<file path="src/exec_pkg.sv">
// Purpose: shared constants and types for the move/or/conditional-return execution block
// Assumes: 8-bit data path, 16-bit data memory address, 16-bit program counter
// Notes:   register offsets are APB byte addresses
package exec_pkg;

	// ----------------------------------------
	// apb register map
	// ----------------------------------------
	localparam logic [7:0] CMD_OFS      = 8'h00;
	localparam logic [7:0] OPND_OFS     = 8'h04;
	localparam logic [7:0] STATUS_OFS   = 8'h08;
	localparam logic [7:0] FLAGS_OFS    = 8'h0C;
	localparam logic [7:0] PTR1_OFS     = 8'h10;
	localparam logic [7:0] PTR2_OFS     = 8'h14;
	localparam logic [7:0] PTR3_OFS     = 8'h18;
	localparam logic [7:0] PC_OFS       = 8'h1C;
	localparam logic [7:0] CONFIG_OFS   = 8'h20;
	localparam logic [7:0] IRQMASK_OFS  = 8'h24;
	localparam logic [7:0] TXCTRL_OFS   = 8'h28;
	localparam logic [7:0] REG_BASE_OFS = 8'h40;

	// ----------------------------------------
	// fields
	// ----------------------------------------
	localparam int CFG_LONG_READ_BIT = 0;
	localparam int CFG_TIMING_W      = 3;
	localparam logic [7:0] IRQ_TXRX_MASK = 8'h03;
	localparam int TX_HI_W           = 3;

	// ----------------------------------------
	// reset values and timing counts (t-states)
	// ----------------------------------------
	localparam logic [7:0]  FLAGS_RST = 8'h00;
	localparam logic [15:0] PTR_RST   = 16'h0000;
	localparam logic [2:0]  T_REG_OP      = 3'h2;
	localparam logic [2:0]  T_MEM_OP      = 3'h3;
	localparam logic [2:0]  T_LOAD_SHORT  = 3'h3;
	localparam logic [2:0]  T_LOAD_LONG   = 3'h4;
	localparam logic [2:0]  T_RET_SKIP    = 3'h2;
	localparam logic [2:0]  T_RET_TAKEN   = 3'h3;

	// ----------------------------------------
	// commands and modes
	// ----------------------------------------
	typedef enum logic [3:0] {
		OP_LOAD      = 4'h0,
		OP_MOVE_IMM  = 4'h1,
		OP_MOVE_REG  = 4'h2,
		OP_OR_IMM    = 4'h3,
		OP_OR_ACC    = 4'h4,
		OP_COND_RET  = 4'h5,
		OP_CALL      = 4'h6
	} opcode_e;

	typedef enum logic [1:0] {
		AM_REG       = 2'h0,
		AM_PTR_UPD   = 2'h1,
		AM_PTR_ACC   = 2'h2,
		AM_PTR3_IMM  = 2'h3
	} addr_mode_e;

	typedef enum logic [1:0] {
		UPD_NONE = 2'h0,
		UPD_POST = 2'h1,
		UPD_PRE  = 2'h2
	} upd_e;

	typedef enum logic [1:0] {
		GATE_KEEP    = 2'h0,
		GATE_RESTORE = 2'h1,
		GATE_SET     = 2'h2,
		GATE_CLEAR   = 2'h3
	} gate_e;

	typedef enum logic [1:0] {
		ST_IDLE = 2'b00,
		ST_EXEC = 2'b01,
		ST_WAIT = 2'b11
	} exec_state_e;

	// flags: bit0 zero, bit1 carry, bit2 overflow, bit3 negative
	typedef struct packed {
		logic n;
		logic v;
		logic c;
		logic z;
	} alu_flags_s;

	typedef struct packed {
		logic [15:0] pc;
		alu_flags_s  flags;
		logic        gate;
		logic [3:0]  bank;
	} stack_entry_s;

	// instruction word written through the command register
	typedef struct packed {
		logic [2:0] flag_sel;
		logic       flag_level;
		logic       gate_restore_src;
		logic [1:0] gate_op;
		logic       restore_ctx;
		logic [1:0] ptr_sel;
		logic [1:0] upd;
		logic [1:0] amode;
		logic       dst_mem;
		logic       unused;
		logic [3:0] opcode;
	} cmd_s;

	typedef struct packed {
		logic [7:0] imm;
		logic [4:0] src;
		logic [4:0] dst;
	} opnd_s;

endpackage : exec_pkg

</file>
<file path="src/move_or_cond_return_exec.sv">
// Purpose: executes loads, stores, moves, or, or_with_accumulator and conditional_return
// Assumes: apb slave, data memory master port with one-cycle handshake done per t-state
// Notes:   one t-state is one enabled pclk cycle; the register file is internal
//
// The implementer's own choices: the address map and the APB slave port.
`timescale 1ns/1ps
module move_or_cond_return_exec #(
	parameter int STACK_DEPTH = 8,
	parameter int TXPORT_REG  = 5'd31
) (
	input  wire logic        pclk,
	input  wire logic        presetn,
	input  wire logic        ce,
	input  wire logic        psel,
	input  wire logic        penable,
	input  wire logic        pwrite,
	input  wire logic [7:0]  paddr,
	input  wire logic [31:0] pwdata,
	output logic      [31:0] prdata,
	output logic             pready,
	output logic             pslverr,
	output logic [15:0]      mem_addr,
	output logic [7:0]       mem_wdata,
	output logic             mem_wr,
	output logic             mem_rd,
	input  wire logic [7:0]  mem_rdata,
	input  wire logic        receiver_active_flag,
	input  wire logic        line_error_flag,
	input  wire logic        receive_byte_ready,
	input  wire logic        transmit_queue_full,
	output logic             tx_push,
	output logic [10:0]      tx_word,
	output logic [7:0]       irq_mask_control,
	output logic             global_irq_gate
);

	// ----------------------------------------
	// functions
	// ----------------------------------------
	function automatic logic [15:0] idx_sum(input logic [15:0] base, input logic [7:0] off);
		idx_sum = base + {8'h00, off};
	endfunction : idx_sum

	function automatic exec_pkg::alu_flags_s nz_flags(input exec_pkg::alu_flags_s f, input logic [7:0] r);
		nz_flags   = f;
		nz_flags.n = r[7];
		nz_flags.z = (r == 8'h00);
	endfunction : nz_flags

	// ----------------------------------------
	// state
	// ----------------------------------------
	exec_pkg::exec_state_e  state_reg, state_next;
	exec_pkg::cmd_s         cmd_reg, cmd_next;
	exec_pkg::opnd_s        opnd_reg, opnd_next;
	exec_pkg::alu_flags_s   flags_reg, flags_next;
	logic [15:0]            ptr_reg [3], ptr_next [3];
	logic [15:0]            pc_reg, pc_next;
	logic                   gate_reg, gate_next;
	logic [3:0]             bank_reg, bank_next;
	logic [7:0]             cfg_reg, cfg_next;
	logic [7:0]             irqm_reg, irqm_next;
	logic [2:0]             txhi_reg, txhi_next;
	logic [2:0]             tcnt_reg, tcnt_next;
	logic [2:0]             tlen_reg, tlen_next;
	exec_pkg::stack_entry_s stk_reg [STACK_DEPTH], stk_next [STACK_DEPTH];
	logic [3:0]             sp_reg, sp_next;
	logic [31:0]            prdata_next;
	logic                   pready_next, pslverr_next;
	logic [15:0]            maddr_next;
	logic [7:0]             mwdata_next;
	logic                   mwr_next, mrd_next, txp_next;
	logic [10:0]            txw_next;

	// register file, read port a = source, b = accumulator (register 0)
	logic        rf_we;
	logic [4:0]  rf_waddr, rf_raddr;
	logic [7:0]  rf_wdata, src_val, acc_val;

	exec_regfile #(.DEPTH(32), .AW(5)) u_regs (
		.pclk    (pclk),
		.ce      (ce),
		.we      (rf_we),
		.waddr   (rf_waddr),
		.wdata   (rf_wdata),
		.raddr_a (rf_raddr),
		.raddr_b (5'h00),
		.rdata_a (src_val),
		.rdata_b (acc_val)
	);

	// pin-side flags, two flops before use
	logic [3:0] pin_s1, pin_s2;
	always_ff @(posedge pclk or negedge presetn) begin
		if (!presetn) begin
			pin_s1 <= 4'h0;
			pin_s2 <= 4'h0;
		end else if (ce) begin
			pin_s1 <= {transmit_queue_full, receive_byte_ready, line_error_flag, receiver_active_flag};
			pin_s2 <= pin_s1;
		end
	end

	// ----------------------------------------
	// decode helpers
	// ----------------------------------------
	logic [7:0]  flag_vec;
	logic        cond_true;
	logic [1:0]  psel_i;
	logic [15:0] ptr_sel_val, ptr_inc, eff_addr;
	logic        is_write, is_read, apb_acc;
	exec_pkg::stack_entry_s top;

	always_comb begin
		flag_vec  = {pin_s2, flags_reg.n, flags_reg.v, flags_reg.c, flags_reg.z};
		cond_true = (flag_vec[cmd_reg.flag_sel] == cmd_reg.flag_level);
		psel_i    = (cmd_reg.ptr_sel == 2'b00) ? 2'd0 : 2'(cmd_reg.ptr_sel - 2'd1);
		ptr_sel_val = ptr_reg[psel_i];
		ptr_inc   = idx_sum(ptr_sel_val, 8'h01);
		unique case (exec_pkg::addr_mode_e'(cmd_reg.amode))
			exec_pkg::AM_PTR_ACC:  eff_addr = idx_sum(ptr_sel_val, acc_val);
			exec_pkg::AM_PTR3_IMM: eff_addr = idx_sum(ptr_reg[2], opnd_reg.imm);
			exec_pkg::AM_PTR_UPD:  eff_addr = (cmd_reg.upd == exec_pkg::UPD_PRE) ? ptr_inc : ptr_sel_val;
			exec_pkg::AM_REG:      eff_addr = ptr_sel_val;
		endcase
		apb_acc  = psel && penable && !pready;
		is_write = apb_acc && pwrite;
		is_read  = apb_acc && !pwrite;
		top      = stk_reg[3'(sp_reg - 4'd1)];
		// idle: bus reads the file; busy: the operand that the instruction needs
		if (state_reg == exec_pkg::ST_IDLE) begin
			rf_raddr = 5'((paddr - exec_pkg::REG_BASE_OFS) >> 2);
		end else if (cmd_reg.opcode == exec_pkg::OP_OR_IMM) begin
			rf_raddr = {1'b0, opnd_reg.dst[3:0]};
		end else if (cmd_reg.opcode == exec_pkg::OP_MOVE_REG && cmd_reg.dst_mem &&
			cmd_reg.amode == exec_pkg::AM_PTR3_IMM) begin
			rf_raddr = {1'b0, opnd_reg.src[3:0]};
		end else begin
			rf_raddr = opnd_reg.src;
		end
	end

	// ----------------------------------------
	// next state
	// ----------------------------------------
	always_comb begin
		state_next = state_reg;
		cmd_next   = cmd_reg;
		opnd_next  = opnd_reg;
		flags_next = flags_reg;
		ptr_next   = ptr_reg;
		pc_next    = pc_reg;
		gate_next  = gate_reg;
		bank_next  = bank_reg;
		cfg_next   = cfg_reg;
		irqm_next  = irqm_reg;
		txhi_next  = txhi_reg;
		tcnt_next  = tcnt_reg;
		tlen_next  = tlen_reg;
		stk_next   = stk_reg;
		sp_next    = sp_reg;
		prdata_next  = 32'h0000_0000;
		pready_next  = 1'b0;
		pslverr_next = 1'b0;
		maddr_next  = mem_addr;
		mwdata_next = mem_wdata;
		mwr_next    = 1'b0;
		mrd_next    = 1'b0;
		txp_next    = 1'b0;
		txw_next    = tx_word;
		rf_we       = 1'b0;
		rf_waddr    = opnd_reg.dst;
		rf_wdata    = 8'h00;

		// apb register access
		if (apb_acc) begin
			pready_next = 1'b1;
		end
		if (is_write) begin
			unique case (paddr)
				exec_pkg::CMD_OFS: begin
					if (state_reg == exec_pkg::ST_IDLE) begin
						cmd_next   = exec_pkg::cmd_s'(pwdata[19:0]);
						state_next = exec_pkg::ST_EXEC;
					end else begin
						pslverr_next = 1'b1;
					end
				end
				exec_pkg::OPND_OFS:    opnd_next = exec_pkg::opnd_s'(pwdata[17:0]);
				exec_pkg::FLAGS_OFS:   flags_next = exec_pkg::alu_flags_s'(pwdata[3:0]);
				exec_pkg::PTR1_OFS:    ptr_next[0] = pwdata[15:0];
				exec_pkg::PTR2_OFS:    ptr_next[1] = pwdata[15:0];
				exec_pkg::PTR3_OFS:    ptr_next[2] = pwdata[15:0];
				exec_pkg::PC_OFS:      pc_next = pwdata[15:0];
				exec_pkg::CONFIG_OFS:  cfg_next = pwdata[7:0];
				exec_pkg::IRQMASK_OFS: irqm_next = pwdata[7:0];
				exec_pkg::TXCTRL_OFS:  txhi_next = pwdata[2:0];
				default:               pslverr_next = 1'b1;
			endcase
		end else if (is_read && (paddr[7:6] == 2'b01 || paddr[7:6] == 2'b10)) begin
			prdata_next = {24'h000000, src_val};
		end else if (is_read) begin
			unique case (paddr)
				exec_pkg::CMD_OFS:     prdata_next = {12'h000, cmd_reg};
				exec_pkg::OPND_OFS:    prdata_next = {14'h0000, opnd_reg};
				exec_pkg::STATUS_OFS:  prdata_next = {24'h0, gate_reg, sp_reg, 1'b0, state_reg};
				exec_pkg::FLAGS_OFS:   prdata_next = {24'h0, flag_vec};
				exec_pkg::PTR1_OFS:    prdata_next = {16'h0, ptr_reg[0]};
				exec_pkg::PTR2_OFS:    prdata_next = {16'h0, ptr_reg[1]};
				exec_pkg::PTR3_OFS:    prdata_next = {16'h0, ptr_reg[2]};
				exec_pkg::PC_OFS:      prdata_next = {16'h0, pc_reg};
				exec_pkg::CONFIG_OFS:  prdata_next = {24'h0, cfg_reg};
				exec_pkg::IRQMASK_OFS: prdata_next = {24'h0, irqm_reg};
				exec_pkg::TXCTRL_OFS:  prdata_next = {29'h0, txhi_reg};
				default:               pslverr_next = 1'b1;
			endcase
		end

		// execution sequencer
		unique case (state_reg)
			exec_pkg::ST_IDLE: tcnt_next = 3'h0;
			exec_pkg::ST_EXEC: begin
				tcnt_next = 3'h1;
				unique case (exec_pkg::opcode_e'(cmd_reg.opcode))
					exec_pkg::OP_LOAD: tlen_next = cfg_reg[exec_pkg::CFG_LONG_READ_BIT] ?
						exec_pkg::T_LOAD_LONG : exec_pkg::T_LOAD_SHORT;
					exec_pkg::OP_MOVE_IMM, exec_pkg::OP_MOVE_REG, exec_pkg::OP_OR_ACC:
						tlen_next = cmd_reg.dst_mem ? exec_pkg::T_MEM_OP : exec_pkg::T_REG_OP;
					exec_pkg::OP_OR_IMM: tlen_next = exec_pkg::T_REG_OP;
					exec_pkg::OP_COND_RET: tlen_next = cond_true ?
						exec_pkg::T_RET_TAKEN : exec_pkg::T_RET_SKIP;
					default: tlen_next = exec_pkg::T_REG_OP;
				endcase
				if (cmd_reg.opcode == exec_pkg::OP_LOAD) begin
					maddr_next = eff_addr;
					mrd_next   = 1'b1;
				end
				state_next = exec_pkg::ST_WAIT;
			end
			exec_pkg::ST_WAIT: begin
				tcnt_next = 3'(tcnt_reg + 3'h1);
				if (tcnt_next == tlen_reg) begin
					state_next = exec_pkg::ST_IDLE;
					pc_next    = 16'(pc_reg + 16'h0001);
					unique case (exec_pkg::opcode_e'(cmd_reg.opcode))
						exec_pkg::OP_LOAD: begin
							rf_we    = 1'b1;
							rf_waddr = (cmd_reg.amode == exec_pkg::AM_PTR3_IMM) ? {1'b0, opnd_reg.dst[3:0]} : opnd_reg.dst;
							rf_wdata = mem_rdata;
						end
						exec_pkg::OP_MOVE_IMM, exec_pkg::OP_MOVE_REG, exec_pkg::OP_OR_ACC: begin
							if (cmd_reg.opcode == exec_pkg::OP_MOVE_IMM) begin
								rf_wdata = opnd_reg.imm;
							end else if (cmd_reg.opcode == exec_pkg::OP_MOVE_REG) begin
								rf_wdata = src_val;
							end else begin
								rf_wdata   = src_val | acc_val;
								flags_next = nz_flags(flags_reg, rf_wdata);
							end
							if (cmd_reg.dst_mem) begin
								maddr_next  = eff_addr;
								mwdata_next = rf_wdata;
								mwr_next    = 1'b1;
							end else begin
								rf_we    = 1'b1;
								rf_waddr = (cmd_reg.opcode == exec_pkg::OP_MOVE_IMM) ? {1'b0, opnd_reg.dst[3:0]} : opnd_reg.dst;
								if (opnd_reg.dst == 5'(TXPORT_REG)) begin
									txp_next = 1'b1;
									txw_next = {txhi_reg, rf_wdata};
								end
							end
						end
						exec_pkg::OP_OR_IMM: begin
							rf_we      = 1'b1;
							rf_waddr   = {1'b0, opnd_reg.dst[3:0]};
							rf_wdata   = src_val | opnd_reg.imm;
							flags_next = nz_flags(flags_reg, rf_wdata);
						end
						exec_pkg::OP_COND_RET: begin
							if (cond_true && sp_reg != 4'h0) begin
								pc_next = top.pc;
								sp_next = 4'(sp_reg - 4'd1);
								unique case (exec_pkg::gate_e'(cmd_reg.gate_op))
									exec_pkg::GATE_KEEP:    gate_next = gate_reg;
									exec_pkg::GATE_RESTORE: gate_next = top.gate;
									exec_pkg::GATE_SET:     gate_next = 1'b1;
									exec_pkg::GATE_CLEAR:   gate_next = 1'b0;
								endcase
								if (cmd_reg.restore_ctx) begin
									flags_next = top.flags;
									bank_next  = top.bank;
								end
							end
						end
						exec_pkg::OP_CALL: begin
							if (sp_reg != 4'(STACK_DEPTH)) begin
								stk_next[3'(sp_reg)] = '{pc: pc_next, flags: flags_reg, gate: gate_reg, bank: bank_reg};
								sp_next = 4'(sp_reg + 4'd1);
								pc_next = {opnd_reg.imm, 8'h00};
							end
						end
						default: ;
					endcase
					if (cmd_reg.amode == exec_pkg::AM_PTR_UPD && cmd_reg.upd != exec_pkg::UPD_NONE &&
						cmd_reg.opcode != exec_pkg::OP_COND_RET) begin
						ptr_next[psel_i] = ptr_inc;
					end
				end
			end
			default: state_next = exec_pkg::ST_IDLE;
		endcase
	end

	// ----------------------------------------
	// registers; ce low freezes everything
	// ----------------------------------------
	always_ff @(posedge pclk or negedge presetn) begin
		if (!presetn) begin
			state_reg <= exec_pkg::ST_IDLE;
			cmd_reg   <= '0;
			opnd_reg  <= '0;
			flags_reg <= exec_pkg::FLAGS_RST[3:0];
			ptr_reg   <= '{default: exec_pkg::PTR_RST};
			pc_reg    <= 16'h0000;
			gate_reg  <= 1'b0;
			bank_reg  <= 4'h0;
			cfg_reg   <= 8'h00;
			irqm_reg  <= 8'h00;
			txhi_reg  <= 3'h0;
			tcnt_reg  <= 3'h0;
			tlen_reg  <= 3'h0;
			stk_reg   <= '{default: '0};
			sp_reg    <= 4'h0;
			prdata    <= 32'h0000_0000;
			pready    <= 1'b0;
			pslverr   <= 1'b0;
			mem_addr  <= 16'h0000;
			mem_wdata <= 8'h00;
			mem_wr    <= 1'b0;
			mem_rd    <= 1'b0;
			tx_push   <= 1'b0;
			tx_word   <= 11'h000;
		end else if (ce) begin
			state_reg <= state_next;
			cmd_reg   <= cmd_next;
			opnd_reg  <= opnd_next;
			flags_reg <= flags_next;
			ptr_reg   <= ptr_next;
			pc_reg    <= pc_next;
			gate_reg  <= gate_next;
			bank_reg  <= bank_next;
			cfg_reg   <= cfg_next;
			irqm_reg  <= irqm_next;
			txhi_reg  <= txhi_next;
			tcnt_reg  <= tcnt_next;
			tlen_reg  <= tlen_next;
			stk_reg   <= stk_next;
			sp_reg    <= sp_next;
			prdata    <= prdata_next;
			pready    <= pready_next;
			pslverr   <= pslverr_next;
			mem_addr  <= maddr_next;
			mem_wdata <= mwdata_next;
			mem_wr    <= mwr_next;
			mem_rd    <= mrd_next;
			tx_push   <= txp_next;
			tx_word   <= txw_next;
		end
	end

	// mask bits 1:0 gate only transmitter and receiver sources
	assign irq_mask_control = irqm_reg;
	assign global_irq_gate  = gate_reg;

endmodule : move_or_cond_return_exec

</file>
<file path="src/exec_regfile.sv">
// Purpose: 32 x 8 register file with registered read
// Assumes: single write port, two read ports
// Notes:   read data appear one cycle after the address
`timescale 1ns/1ps
module exec_regfile #(
	parameter int DEPTH = 32,
	parameter int AW    = 5
) (
	input  wire logic          pclk,
	input  wire logic          ce,
	input  wire logic          we,
	input  wire logic [AW-1:0] waddr,
	input  wire logic [7:0]    wdata,
	input  wire logic [AW-1:0] raddr_a,
	input  wire logic [AW-1:0] raddr_b,
	output logic      [7:0]    rdata_a,
	output logic      [7:0]    rdata_b
);

	logic [7:0] mem [DEPTH];

	// ----------------------------------------
	// storage
	// ----------------------------------------
	always_ff @(posedge pclk) begin
		if (ce) begin
			if (we) begin
				mem[waddr] <= wdata;
			end
			rdata_a <= mem[raddr_a];
			rdata_b <= mem[raddr_b];
		end
	end

endmodule : exec_regfile

</file>
<file path="config.mk">
export PLATFORM = sky130hd
export DESIGN_NAME = move_or_cond_return_exec
export DESIGN_NICKNAME = d
export VERILOG_FILES = /design/src/exec_pkg.sv /design/src/move_or_cond_return_exec.sv /design/src/exec_regfile.sv
export SDC_FILE = /design/constraint.sdc
export NUM_CORES = 1
export LEC_CHECK = 0
export BUFFER_PORTS_ARGS = -buffer_cell sky130_fd_sc_hd__buf_2
export CORE_MARGIN = 4
export CORE_UTILIZATION = 54
export DETAILED_ROUTE_END_ITERATION = 8
export GPL_TIMING_DRIVEN = 0
export PLACE_DENSITY_LB_ADDON = 0.25
export RECOVER_POWER = 25
export SYNTH_ARGS = -nofsm -noshare
export SYNTH_HDL_FRONTEND = slang
export SYNTH_SLANG_ARGS = --single-unit
export TNS_END_PERCENT = 50
</file>
<file path="constraint.sdc">
create_clock -name pclk -period 6.9 [get_ports pclk]
set_clock_uncertainty 0.15 [all_clocks]
set_input_delay 0.345 -clock pclk [delete_from_list [all_inputs] [get_ports pclk]]
set_output_delay 0.345 -clock pclk [all_outputs]
set_load 0.05 [all_outputs]
</file>
==> impl_metrics.json <==
{
  "p_switching_mw": 1.89,
  "syn_area_um2": 30700,
  "ys_seq_area_frac": 0.571,
  "core_um2": 56400,
  "ant_nets": 0,
  "netlist-cell-type-count": 99,
  "syn_to_final_growth_pct": 13.7,
  "drt_iter0_drc": 2960,
  "routed_wl_mm": 95.0,
  "io_buffers": 111,
  "grt_pass1_wl_mm": 143,
  "wire_per_inst_um": 27.2,
  "die-width_um": 247,
  "irDropWorstVdd_uv": 231,
  "ys_warn_count": 0,
  "largest_register_ffs": 256,
  "post_cts_buffers": 0,
  "dp.cells": 3340,
  "rows": 87,
  "tightest_slew_ps": 1470,
  "setup_viol": 0,
  "worst_ep_arrival_time_ps": 4670,
  "combPwrFrac": 0.052,
  "stdcell_count": 3490,
  "outcome": "completed",
  "hold_slack_ps": 52.7,
  "async_flop_share": 0.579,
  "fin_crit_sh": 0.667,
  "worst-path-max-fanout": 9,
  "h-tree-depth": 3,
  "cts_tree": "yes",
  "slew_violations": 0,
  "worstHoldStart": "pwdata[5]",
  "reg2reg_depth": 9,
  "pin_count": 139,
  "finalHoldViolations": 0,
  "cts.sinks": 646,
  "holdPathEnd": "pc_reg[5]$_DFFE_PN0P_",
  "critPathLaunchType": "register",
  "start_util": 0.545,
  "antenna_found_initial": 7,
  "synthFlopType": "dfrtp_1",
  "crit_required_ps": 6970,
  "clockPowerShare": 0.450,
  "root_buffer": "clkbuf_16",
  "tns_ps": 0,
  "num-fill-cells": 4407,
  "power_mw": 8.18,
  "cts_buffers": 70,
  "synthCells": 2452,
  "die_h_um": 247,
  "grt_pass1_vias": 22500,
  "syn_avg_cell_area_um2": 12.5,
  "via_per_inst": 6.53,
  "synth-seq-cells": 646,
  "drc": 0,
  "hold_depth": 3,
  "r2r-end": "u_regs.mem[3][6]$_DFFE_PP_",
  "clk_latency_ps": 630,
  "reg2reg_from": "tcnt_reg[0]$_DFFE_PN0P_",
  "clkTransAtPathRegs_ps": 60,
  "p_leak_nw": 14.4,
  "dr.pass1.iters": 5,
  "gp_congestion": 0.944,
  "intPower_mw": 6.29,
  "grt_max_degree": 113,
  "drive_gt1_frac": 0.195,
  "synth-edff-count": 272,
  "fin_nets": 2760,
  "min-delay-path-class": "input pin to register",
  "end_kind": "register",
  "power_density_nw_per_um2": 234,
  "rsz0062_at_grt": "false",
  "period_needed_ps": 4600,
  "max_freq_mhz": 217,
  "cap_viol_max_count": 0,
  "r2r_slack_ps": 2300,
  "seqPwrFrac": 0.498,
  "slew_headroom": 0.0168,
  "path_class": "register to register",
  "cts_buffer_depth": 3,
  "grt_overflow": 0,
  "final_common_cell": "dfrtp_1",
  "place_hpwl_mm": 67.9,
  "swShare": 0.231,
  "final_cell_mix": "dfrtp_1, edfxtp_1, nand2_1",
  "grt_use_total": 0.312,
  "vias": 22800,
  "die_area_um2": 60800
}
synth_stat cells (all sizes together) (11+ instances only):
library cell,count,area [µm²]
dfrtp,374,9360
edfxtp,272,8170
nand2,224,848
nor2,186,711
o21ai,166,838
a21oi,148,790
mux2,135,1520
mux4,108,2440
clkbuf,87,327
buf,82,517
nor3,49,262
o22ai,47,294
mux2i,42,424
nand3,42,210
a22oi,39,293
xnor2,36,315
xor2,28,245
a31oi,24,165
ha,24,300
inv,24,90.1
o221ai,19,166
a221oi,18,158
a211oi,17,128
and2,17,106
nand4,15,100
nor4,15,136
o2bb2ai,15,131
a21o,14,105
and3,14,87.6
o22a,14,123
nand2b,13,81.3
a22o,12,105
nand3b,11,82.6
critical path, stage by stage (launching register included):
cell     delay [ps]
dfrtp_1         430
ha_1            260
xnor3_1         410
and4_1          200
buf_2           190
and2_1          310
o21ai_2         290
o21ai_2         630
nand3_1         350
nor3_1         1000
power by group through the flow:
stage | clock, mW | sequential [mW] | combinational [mW]
after global routing | 3.89 | 4.07 | 0.458
after detailed placement | 0 | 4.15 | 0.414
after floorplan | 0 | 4.14 | 0.226
final | 3.68 | 4.07 | 0.426
after global placement | 0 | 4.15 | 0.398
after CTS | 3.72 | 4.07 | 0.425
kinds of logic after synthesis:
| kind of cell | after synthesis | synth area share |
|---|---|---|
| AOI/OAI and AO/OA | 603 | 0.128 |
| xor gates and xnor gates | 65 | 0.0190 |
| adders and majority gates | 25 | 0.0104 |
| buffers and inverters | 193 | 0.0304 |
| DFF | 646 | 0.571 |
| muxes | 285 | 0.143 |
| other | 1 | 0.000122 |
| and+or+nand+nor | 634 | 0.0988 |
metrics by stage:
step / utilization / area (µm²) / setup WS [ps]
2_1_floorplan: - / 30800 / 3620
3_3_place_gp: 0.572 / 32300 / -1800
3_5_place_dp: 0.577 / 32500 / 2340
4_1_cts: 0.620 / 35000 / 2300
5_1_grt: 0.619 / 34900 / 2100
6_report: 0.619 / 34900 / 2300
worst max-delay path by stage:
| stage | slack, ps | cells after the start | from | end |
|---|---|---|---|---|
| floorplan | 3620 | 9 | tcnt_reg[0]$_DFFE_PN0P_ | u_regs.mem[28][0]$_DFFE_PP_ |
| global placement | -1800 | 1 | presetn | stk_reg[56]$_DFFE_PN0P_ |
| detailed placement | 2340 | 9 | tcnt_reg[0]$_DFFE_PN0P_ | u_regs.mem[3][4]$_DFFE_PP_ |
| CTS | 2300 | 9 | tcnt_reg[0]$_DFFE_PN0P_ | u_regs.mem[3][1]$_DFFE_PP_ |
| global route | 2100 | 9 | tcnt_reg[0]$_DFFE_PN0P_ | u_regs.mem[3][2]$_DFFE_PP_ |
| finish | 2300 | 9 | tcnt_reg[0]$_DFFE_PN0P_ | u_regs.mem[3][6]$_DFFE_PP_ |
repair_timing:
item                                    4_1_cts  5_1_grt
hold buffers                                 21        0
endpoints found under the setup margin        0        0
endpoints found under the hold margin       145        0
gates resized for setup                       0        0
routing by layer:
metal	up-vias	wire, µm	GRT usage
met5	-	20	0
met4	4	4040	0.121
met3	247	7850	0.0592
met2	1204	45800	0.506
met1	11600	37300	0.421
li1	9765	-	-
final cells by class:
class	count	area (µm²)	area share
sequential	646	17500	0.502
multi-input combinational	1624	12400	0.355
clock buffer	102	2030	0.0582
tap	756	946	0.0271
timing repair buffer	142	853	0.0244
buffer	169	843	0.0242
clock inverter	21	215	0.00616
inverter	24	90.1	0.00258
antenna	6	15.0	0.000430
(Power assumes the default switching activity.)
